**src/verilog/lpm_defines.svh**
```systemverilog
// constants for the line phase event monitor: bit positions and rates
// assumes every user includes it by bare name
`ifndef LPM_DEFINES_SVH
`define LPM_DEFINES_SVH
// ==========================================================
// timebase
`define CLK_HZ 20000000
`define TB_HZ 256000
`define ACC_W 25
// ==========================================================
// register field positions
`define FLAG_DIP_BIT 16
`define FLAG_SEQ_BIT 19
`define DIP_STYLE_BIT 6
`define SEL_HI 10
`define SEL_LO 9
`define DIP_STATE_LO 12
`define DIP_STATE_HI 14
// ==========================================================
// widths
`define SPAN_W 16
`define LVL_W 24
`define HC_W 8
`endif

```
**src/verilog/lpm_pkg.sv**
```systemverilog
// types shared by the line phase event monitor files
// assumes lpm_defines.svh is on the include path
`default_nettype none
`include "lpm_defines.svh"
package lpm_pkg;
   // ==========================================================
   // delay pair selection
   typedef enum logic [1:0] {
      SEL_V_TO_I = 2'b00,
      SEL_V_TO_V = 2'b01,
      SEL_I_TO_I = 2'b10,
      SEL_RSVD = 2'b11
   } delay_pair_e;
   // ==========================================================
   // one-cycle crossing pulses from the detectors, bit 0 is phase a
   typedef struct packed {
      logic [2:0] v_rise; // voltage negative-to-positive
      logic [2:0] i_rise; // current negative-to-positive
      logic [2:0] v_any; // voltage crossing, either direction
   } zx_events_s;
   // ==========================================================
   // state of the monitor outside its span counters
   typedef struct packed {
      logic [`ACC_W-1:0] acc;
      logic tick;
      logic [1:0] last_ph;
      logic last_ok;
      logic seq_flag;
      logic dip_flag;
      logic irq_n;
      logic [2:0] dip_state;
      logic [2:0] all_below;
      logic [2:0] all_above;
      logic [2:0][`HC_W-1:0] bl_cnt;
      logic [2:0][`HC_W-1:0] ab_cnt;
   } monitor_state_s;
endpackage : lpm_pkg
`default_nettype wire

```
**src/verilog/span_counter.sv**
```systemverilog
// tick counter between a start and a stop pulse, saturating
// assumes start/stop are one-cycle pulses and tick a one-cycle enable
`default_nettype none
module span_counter #(
   parameter int W = 16
) (
   input wire logic ref_clk, // system clock
   input wire logic srst, // sync reset, high
   input wire logic tick, // timebase enable
   input wire logic start, // begin a measurement
   input wire logic stop, // end a measurement
   output logic [W-1:0] span // last measured count
);
   typedef struct packed {
      logic run;
      logic [W-1:0] cnt;
      logic [W-1:0] span;
   } span_state_s;
   span_state_s s_r;
   span_state_s s_nxt;
   // ==========================================================
   // stop is handled before start so equal pulses restart a period
   always_comb begin
      s_nxt = s_r;
      if (s_r.run && tick && s_r.cnt != '1) begin
         s_nxt.cnt = s_r.cnt + 1'b1; // saturates at all ones
      end
      if (stop && s_r.run) begin
         s_nxt.span = s_nxt.cnt;
         s_nxt.run = 1'b0;
      end
      if (start) begin
         s_nxt.run = 1'b1;
         s_nxt.cnt = '0;
      end
   end
   // ==========================================================
   always_ff @(posedge ref_clk) begin
      if (srst) begin
         s_r <= '0;
      end else begin
         s_r <= s_nxt;
      end
   end
   assign span = s_r.span;
endmodule : span_counter
`default_nettype wire

```
**src/verilog/line_phase_event_monitor.sv**
```systemverilog
// line phase event monitor: phase order, delays, periods, dips
// assumes crossing pulses and voltage magnitudes are in ref_clk domain
`default_nettype none
`include "lpm_defines.svh"
module line_phase_event_monitor
   import lpm_pkg::*;
(
   input wire logic ref_clk, // 20 MHz system clock
   input wire logic srst, // sync reset, high
   input wire zx_events_s zx, // crossing pulses
   input wire logic [2:0][`LVL_W-1:0] v_abs, // filtered voltage magnitude
   input wire logic [31:0] event_enable_reg_1, // interrupt enables
   input wire logic [15:0] computation_mode_reg, // delay pair field
   input wire logic [7:0] accumulation_mode_reg, // dip style bit
   input wire logic [`LVL_W-1:0] dip_threshold_level, // dip level
   input wire logic [`HC_W-1:0] dip_half_cycle_count, // half cycles
   input wire logic dip_count_wr, // pulse: count register written
   input wire logic flag_wr, // pulse: event flag register written
   input wire logic [31:0] flag_wdata, // ones clear flags
   output logic [31:0] event_flag_reg_1, // sticky event flags
   output logic [15:0] phase_status_reg, // dip state per phase
   output logic interrupt_line_1_n, // interrupt, low active
   output logic [`SPAN_W-1:0] phase_delay_0, // delay slot 0
   output logic [`SPAN_W-1:0] phase_delay_1, // delay slot 1
   output logic [`SPAN_W-1:0] phase_delay_2, // delay slot 2
   output logic [`SPAN_W-1:0] phase_a_line_period, // phase a period
   output logic [`SPAN_W-1:0] phase_b_line_period, // phase b period
   output logic [`SPAN_W-1:0] phase_c_line_period // phase c period
);
   // ==========================================================
   // timebase constants; the ratio is not whole, so a phase
   // accumulator gives exact average rate with 78/79 cycle spacing
   localparam logic [`ACC_W-1:0] ACC_INC = `ACC_W'(`TB_HZ);
   localparam logic [`ACC_W-1:0] ACC_MOD = `ACC_W'(`CLK_HZ);

   monitor_state_s s_r;
   monitor_state_s s_nxt;
   delay_pair_e pair_sel;
   logic dip_style;
   logic [2:0] below;
   logic [2:0] d_start;
   logic [2:0] d_stop;
   logic [2:0][`SPAN_W-1:0] delay_val;
   logic [2:0][`SPAN_W-1:0] period_val;

   assign pair_sel = delay_pair_e'(computation_mode_reg[`SEL_HI:`SEL_LO]);
   assign dip_style = accumulation_mode_reg[`DIP_STYLE_BIT];

   // ==========================================================
   // per-phase level compare and span counters
   genvar gp;
   generate
      for (gp = 0; gp < 3; gp++) begin : g_phase
         // magnitude below level means the phase is in a dip
         assign below[gp] = v_abs[gp] < dip_threshold_level;
         span_counter #(
            .W(`SPAN_W)
         ) u_delay (
            .ref_clk(ref_clk),
            .srst(srst),
            .tick(s_r.tick),
            .start(d_start[gp]),
            .stop(d_stop[gp]),
            .span(delay_val[gp])
         );
         // period: each rising crossing ends one span and starts the next
         span_counter #(
            .W(`SPAN_W)
         ) u_period (
            .ref_clk(ref_clk),
            .srst(srst),
            .tick(s_r.tick),
            .start(zx.v_rise[gp]),
            .stop(zx.v_rise[gp]),
            .span(period_val[gp])
         );
      end
   endgenerate

   // ==========================================================
   // delay start/stop selection; only one set runs at a time
   // the reserved code behaves like 00 so the slots never freeze
   always_comb begin
      case (pair_sel)
         SEL_V_TO_V: begin
            d_start = {zx.v_rise[0], zx.v_rise[1], zx.v_rise[0]};
            d_stop = {zx.v_rise[1], zx.v_rise[2], zx.v_rise[2]};
         end
         SEL_I_TO_I: begin
            d_start = {zx.i_rise[0], zx.i_rise[1], zx.i_rise[0]};
            d_stop = {zx.i_rise[1], zx.i_rise[2], zx.i_rise[2]};
         end
         default: begin
            d_start = zx.v_rise;
            d_stop = zx.i_rise;
         end
      endcase
   end

   // ==========================================================
   // next state: timebase, order check, dip tracking, flags
   always_comb begin
      logic [1:0] ph;
      logic [1:0] prev_ph;
      logic seq_ev;
      logic dip_ev;
      logic bw;
      logic aw;
      ph = 2'b00;
      prev_ph = 2'b00;
      seq_ev = 1'b0;
      dip_ev = 1'b0;
      bw = 1'b0;
      aw = 1'b0;
      s_nxt = s_r;

      // fractional divider for the 256 kHz enable
      s_nxt.tick = 1'b0;
      s_nxt.acc = s_r.acc + ACC_INC;
      if (s_nxt.acc >= ACC_MOD) begin
         s_nxt.acc = s_nxt.acc - ACC_MOD;
         s_nxt.tick = 1'b1;
      end

      // phase order: only rising voltage crossings; if two phases
      // cross in one cycle, the lower phase is taken
      if (|zx.v_rise) begin
         if (zx.v_rise[0]) begin
            ph = 2'd0;
         end else if (zx.v_rise[1]) begin
            ph = 2'd1;
         end else begin
            ph = 2'd2;
         end
         prev_ph = (s_r.last_ph == 2'd0) ? 2'd2 : s_r.last_ph - 2'd1;
         // c after a, b after c, a after b
         seq_ev = s_r.last_ok && (ph == prev_ph);
         s_nxt.last_ph = ph;
         s_nxt.last_ok = 1'b1;
      end

      // dip tracking in whole half cycles per phase
      for (int p = 0; p < 3; p++) begin
         s_nxt.all_below[p] = s_r.all_below[p] & below[p];
         s_nxt.all_above[p] = s_r.all_above[p] & ~below[p];
         if (zx.v_any[p]) begin
            bw = s_r.all_below[p] & below[p];
            aw = s_r.all_above[p] & ~below[p];
            s_nxt.all_below[p] = 1'b1;
            s_nxt.all_above[p] = 1'b1;
            // a zero count is refused below; counters stop at all ones
            if (bw && s_r.bl_cnt[p] != '1) begin
               s_nxt.bl_cnt[p] = s_r.bl_cnt[p] + 1'b1;
            end else if (!bw) begin
               s_nxt.bl_cnt[p] = '0;
            end
            if (aw && s_r.dip_state[p] && s_r.ab_cnt[p] != '1) begin
               s_nxt.ab_cnt[p] = s_r.ab_cnt[p] + 1'b1;
            end else if (!aw || !s_r.dip_state[p]) begin
               s_nxt.ab_cnt[p] = '0;
            end
            // full count below: state set, style 0 flags each time
            if (dip_half_cycle_count != '0 &&
                s_nxt.bl_cnt[p] == dip_half_cycle_count) begin
               s_nxt.dip_state[p] = 1'b1;
               s_nxt.bl_cnt[p] = '0;
               dip_ev = dip_ev | ~dip_style;
            end
            // full count back above: state clears, style 1 flags
            if (s_r.dip_state[p] && dip_half_cycle_count != '0 &&
                s_nxt.ab_cnt[p] == dip_half_cycle_count) begin
               s_nxt.dip_state[p] = 1'b0;
               s_nxt.ab_cnt[p] = '0;
               dip_ev = dip_ev | dip_style;
            end
         end
      end

      // rewriting the count restarts every half-cycle run
      if (dip_count_wr) begin
         s_nxt.bl_cnt = '0;
         s_nxt.ab_cnt = '0;
      end

      // sticky flags: a new event wins over a same-cycle clear
      s_nxt.seq_flag = (s_r.seq_flag &
         ~(flag_wr & flag_wdata[`FLAG_SEQ_BIT])) | seq_ev;
      s_nxt.dip_flag = (s_r.dip_flag &
         ~(flag_wr & flag_wdata[`FLAG_DIP_BIT])) | dip_ev;
      // line follows the flags in the same cycle they change
      s_nxt.irq_n = ~((s_nxt.seq_flag &
         event_enable_reg_1[`FLAG_SEQ_BIT]) |
         (s_nxt.dip_flag & event_enable_reg_1[`FLAG_DIP_BIT]));
   end

   // ==========================================================
   // state register
   always_ff @(posedge ref_clk) begin
      if (srst) begin
         s_r <= '0;
         s_r.irq_n <= 1'b1;
         s_r.all_below <= 3'h7;
         s_r.all_above <= 3'h7;
      end else begin
         s_r <= s_nxt;
      end
   end

   // ==========================================================
   // outputs, all from flip-flops
   always_comb begin
      event_flag_reg_1 = '0;
      event_flag_reg_1[`FLAG_SEQ_BIT] = s_r.seq_flag;
      event_flag_reg_1[`FLAG_DIP_BIT] = s_r.dip_flag;
      phase_status_reg = '0;
      phase_status_reg[`DIP_STATE_HI:`DIP_STATE_LO] = s_r.dip_state;
   end
   assign interrupt_line_1_n = s_r.irq_n;
   assign phase_delay_0 = delay_val[0];
   assign phase_delay_1 = delay_val[1];
   assign phase_delay_2 = delay_val[2];
   assign phase_a_line_period = period_val[0];
   assign phase_b_line_period = period_val[1];
   assign phase_c_line_period = period_val[2];

   // ==========================================================
   // checks
   property p_seq_set;
      @(posedge ref_clk) disable iff (srst)
      (s_r.last_ok && s_r.last_ph == 2'd0 && zx.v_rise == 3'b100)
         |=> s_r.seq_flag;
   endproperty
   a_seq_set: assert property (p_seq_set)
      else $error("c after a did not flag phase order");

   property p_seq_quiet;
      @(posedge ref_clk) disable iff (srst)
      (zx.v_rise == 3'b000 && !s_r.seq_flag) |=> !s_r.seq_flag;
   endproperty
   a_seq_quiet: assert property (p_seq_quiet)
      else $error("phase order flag without rising crossing");

   property p_seq_again;
      @(posedge ref_clk) disable iff (srst)
      (s_r.last_ok && s_r.last_ph == 2'd1 && zx.v_rise == 3'b001)
         |=> s_r.seq_flag;
   endproperty
   a_seq_again: assert property (p_seq_again)
      else $error("a after b did not flag phase order");

   property p_seq_irq;
      @(posedge ref_clk) disable iff (srst)
      ($rose(s_r.seq_flag) && event_enable_reg_1[`FLAG_SEQ_BIT])
         |-> !interrupt_line_1_n;
   endproperty
   a_seq_irq: assert property (p_seq_irq)
      else $error("enabled phase order fault left line high");

   // the line uses the enable of the cycle before, hence the delay
   property p_seq_hold;
      @(posedge ref_clk) disable iff (srst)
      (s_r.seq_flag && event_enable_reg_1[`FLAG_SEQ_BIT] && !flag_wr)
         |=> !interrupt_line_1_n;
   endproperty
   a_seq_hold: assert property (p_seq_hold)
      else $error("line released while phase order fault pending");

   property p_seq_clear;
      @(posedge ref_clk) disable iff (srst)
      (flag_wr && flag_wdata[`FLAG_SEQ_BIT] && zx.v_rise == 3'b000)
         |=> !s_r.seq_flag;
   endproperty
   a_seq_clear: assert property (p_seq_clear)
      else $error("phase order flag not cleared by write");

   property p_dip_clear;
      @(posedge ref_clk) disable iff (srst)
      (flag_wr && flag_wdata[`FLAG_DIP_BIT] && zx.v_any == 3'b000)
         |=> !s_r.dip_flag;
   endproperty
   a_dip_clear: assert property (p_dip_clear)
      else $error("dip flag not cleared by write");

   property p_dip_state;
      @(posedge ref_clk) disable iff (srst)
      ($rose(s_r.dip_flag) && !dip_style) |-> $rose(|s_r.dip_state) ||
         (|(s_r.dip_state & $past(s_r.dip_state)));
   endproperty
   a_dip_state: assert property (p_dip_state)
      else $error("dip flag rose with no phase in dip");

   property p_dip_irq;
      @(posedge ref_clk) disable iff (srst)
      ($rose(s_r.dip_flag) && event_enable_reg_1[`FLAG_DIP_BIT])
         |-> !interrupt_line_1_n;
   endproperty
   a_dip_irq: assert property (p_dip_irq)
      else $error("enabled dip flag left line high");

   property p_dip_hold;
      @(posedge ref_clk) disable iff (srst)
      (s_r.dip_flag && event_enable_reg_1[`FLAG_DIP_BIT] && !flag_wr)
         |=> !interrupt_line_1_n;
   endproperty
   a_dip_hold: assert property (p_dip_hold)
      else $error("line released while dip flag pending");

   property p_idle_high;
      @(posedge ref_clk) disable iff (srst)
      (!s_r.seq_flag && !s_r.dip_flag) |-> interrupt_line_1_n;
   endproperty
   a_idle_high: assert property (p_idle_high)
      else $error("line low with no flag set");

   property p_tick_gap;
      @(posedge ref_clk) disable iff (srst)
      s_r.tick |=> (!s_r.tick)[*8] ##[70:71] s_r.tick;
   endproperty
   a_tick_gap: assert property (p_tick_gap)
      else $error("timebase tick spacing not 78 or 79 cycles");

   c_seq: cover property (@(posedge ref_clk) $rose(s_r.seq_flag));
   c_dip: cover property (@(posedge ref_clk) $rose(s_r.dip_flag));
   c_period: cover property (@(posedge ref_clk) disable iff (srst)
      $changed(phase_a_line_period));
   c_irq: cover property (@(posedge ref_clk) $fell(interrupt_line_1_n));
endmodule : line_phase_event_monitor
`default_nettype wire

```
**config.mk**
```make
export PLATFORM = sky130hd
export DESIGN_NAME = line_phase_event_monitor
export DESIGN_NICKNAME = d
export VERILOG_FILES = /design/src/verilog/lpm_pkg.sv /design/src/verilog/span_counter.sv /design/src/verilog/line_phase_event_monitor.sv
export VERILOG_INCLUDE_DIRS = /design/src /design/src/verilog
export SDC_FILE = /design/constraint.sdc
export NUM_CORES = 1
export LEC_CHECK = 0
export CORE_UTILIZATION = 44
export DETAILED_ROUTE_END_ITERATION = 12
export DONT_BUFFER_PORTS = 1
export HOLD_SLACK_MARGIN = 0.06
export PLACE_DENSITY = 0.61
export SETUP_SLACK_MARGIN = 0.3
export SYNTH_ARGS = -nofsm -noshare
export SYNTH_HDL_FRONTEND = slang
export SYNTH_SLANG_ARGS = --single-unit
```
**constraint.sdc**
```tcl
create_clock -name ref_clk -period 8 [get_ports ref_clk]
set_input_delay 0.8 -clock ref_clk [delete_from_list [all_inputs] [get_ports ref_clk]]
set_output_delay 0.8 -clock ref_clk [all_outputs]
set_load 0.005 [all_outputs]
```
==> reports/results.ini <==
[run_status]
status=finished, final reports clean

[floorplan]
coreArea_um2=36700
start_util=0.448
core.rowCount=70
die_area_um2=38200
die_h_um=195
die_w_um=195
num_io_pins=350

[clocking]
clk_latency_ns=0.53
cts_resized=0
cts.clk_slew.worst_paths_ns=0.06
cts.root.buffer_cell=clkbuf_16
cts.path.max_buffers=3
hold_buffers=0
h-tree-depth=2
cts_tree=built
cts_setup_buffers=0
cts.sinks=279
cts_buffers=34

[logic_synthesis]
synth_top_area_frac=0.339
synthTopCellsByCount=nor2_1, dfxtp_1, buf_4
yosysMostFrequentCell=nor2_1
syn_avg_cell_area_um2=8.12
synth-edff-count=0
synth_xor_area_frac=0.0772
synthSimpleGateAreaFrac=0.229
syn_area_um2=16500
post-synth-top-area-cell=dfxtp_1
synth_top_family_by_area=simple AND/OR/NAND/NOR gates
synth_flop_cell=dfxtp_1
synth_compound_area_frac=0.172
ys_top_cells_by_area=dfxtp_1, nor2_1, ha_1, buf_4, a211oi_1
synth_cell_type_count=83
yosysSeqAreaShare=0.339
ys_warn_count=0
synth.area.mux_share=0.0140
synth_fa_ha_area_frac=0.0669
synthArstFlopShare=0
ys_ff_latch=279
syn_inst=2026

[placed_design]
place.gp.congestion=0.854
dp_cells=2300
hpwl_mm=27.6
portBuffers=0

[finish]
drive_above_1_share=0.0492
stdcell_count=2362
nNetsFinal=2161
largest_reg_flops=75
utilization=0.462
reg_top3=s_r: 75 flops, g_phase.u_delay.s_r: 51 flops, g_phase.u_period.s_r: 51 flops
largest_register=s_r
fillCellCount=3551
areaGrowthSynthToFinish_pct=2.98

[flow_run]
drv_cap=0

[setup_path]
start_kind=primary input
arrival_ns=4.42
slowest_stage=a31oi_1
worstSetupPathType=in -> reg
end_kind=register
path_buf_inv=1
crit_fanout=9
crit_required_ns=8.37
crit_path_cell_trace=inv_1, ha_1, nand4_1, nor4_1, nand4_1, a31oi_1, nor3b_2, a2111o_1, and2_1, nor4b_1, or4b_1, a41oi_2
crit_family=simple AND/OR/NAND/NOR gates
cpPeakStageDelay_ns=0.67
cp_common_cell=nand4_1

[pwr]
finalPower_w=0.00344
p_per_area_nw_per_um2=203
vdd_drop_max_mv=0.220
power.leakage_nw=6.05

[sta]
setup_violations=0
rsz0062_at_grt=false
hold_violations=0
tns_ns=0
finalMaxSlewViolations=0
max_slew_margin=0.237
period_needed_ns=4.04
finClkSkew_ns=0.0138
tightest_slew_ns=1.14
hold_ws_ns=0.335
fmax_mhz=247
finalCritPeriodShare=0.505

[route]
drc=0
drt_iter0_markers=683
dr_total_vias=13100
routed_wl_mm=38.2
vias_per_cell=5.56
wire_per_inst_um=16.2
drtAntennaViolNets=0
firstDrtPassIters=5

[global_route]
grt_max_degree=132
grt_pass1_vias=12300
overflow=0
antenna_found_initial=1
grt_pass1_wl_mm=62.3
grt.total_usage=0.197

[hold_path]
worst_hold_path_type=in -> reg

==> where the power goes <==
group | total, W | internal [W] | switching (W)
combinational | 0.000342 | 0.000138 | 0.000205
clock | 0.00160 | 0.000990 | 0.000614
sequential | 0.00149 | 0.00144 | 0.0000484
total | 0.00344 | 0.00257 | 0.000867
==> placed cells by master (no fill, tap or decap), types with 61 or more instances in the layout <==
cell      instances
nor2_1          304
dfxtp_1         279
nand2_1         138
a211oi_1        119
a21oi_1         101
ha_1             88
nand3_1          85
xnor2_1          76
xor2_1           69
inv_1            61
==> final timing paths <==
check / start / endpoint / slack (ns) / cells past startpoint
min reg2reg: g_phase[2].u_delay.s_r[32]$_SDFFE_PP0P_ / g_phase[2].u_delay.s_r[32]$_SDFFE_PP0P_ / 0.47 / 2
max: dip_threshold_level[21] / interrupt_line_1_n$_SDFF_PP1_ / 3.96 / 12
max reg2reg: s_r[24]$_SDFFE_PP0P_ / s_r[27]$_SDFFE_PP0P_ / 4.65 / 11
min: srst / g_phase[1].u_period.span[5]$_SDFFE_PP0P_ / 0.34 / 1
==> cells by family (layout without fill, tap and decap cells) <==
family,Yosys count,count (layout)
AOI/OAI and AO/OA,411,411
adders and majority gates,88,88
DFF,279,279
other,1,45
buffers and inverters,297,121
muxes,22,22
and+or+nand+nor,783,783
xor gates and xnor gates,145,145
==> area by class of cell <==
type / count / area [um^2] / share of cell area
antenna: 2 / 5.00 / 0.000295
clock buffer: 46 / 977 / 0.0577
clock inverter: 14 / 198 / 0.0117
inverter: 61 / 229 / 0.0135
multi-input combinational: 1492 / 9360 / 0.553
sequential: 279 / 5590 / 0.330
tap: 468 / 586 / 0.0346
==> routing by layer <==
| metal | global-route usage | share of wire | routed length (um) |
|---|---|---|---|
| met1 | 0.246 | 0.45 | 17300 |
| met2 | 0.318 | 0.45 | 17100 |
| met3 | 0.0477 | 0.060 | 2290 |
| met4 | 0.0936 | 0.039 | 1500 |
| met5 | 0 | 0 | 0 |
==> through the flow <==
stage,instance area (um^2),setup WS [ns]
final,16900,3.96
after global routing,16900,3.60
after CTS,16900,4.05
after detailed placement,15800,3.49
after global placement,15800,3.52
after floorplan,16600,4.40
No activity file was read; power rests on OpenSTA's default activity.
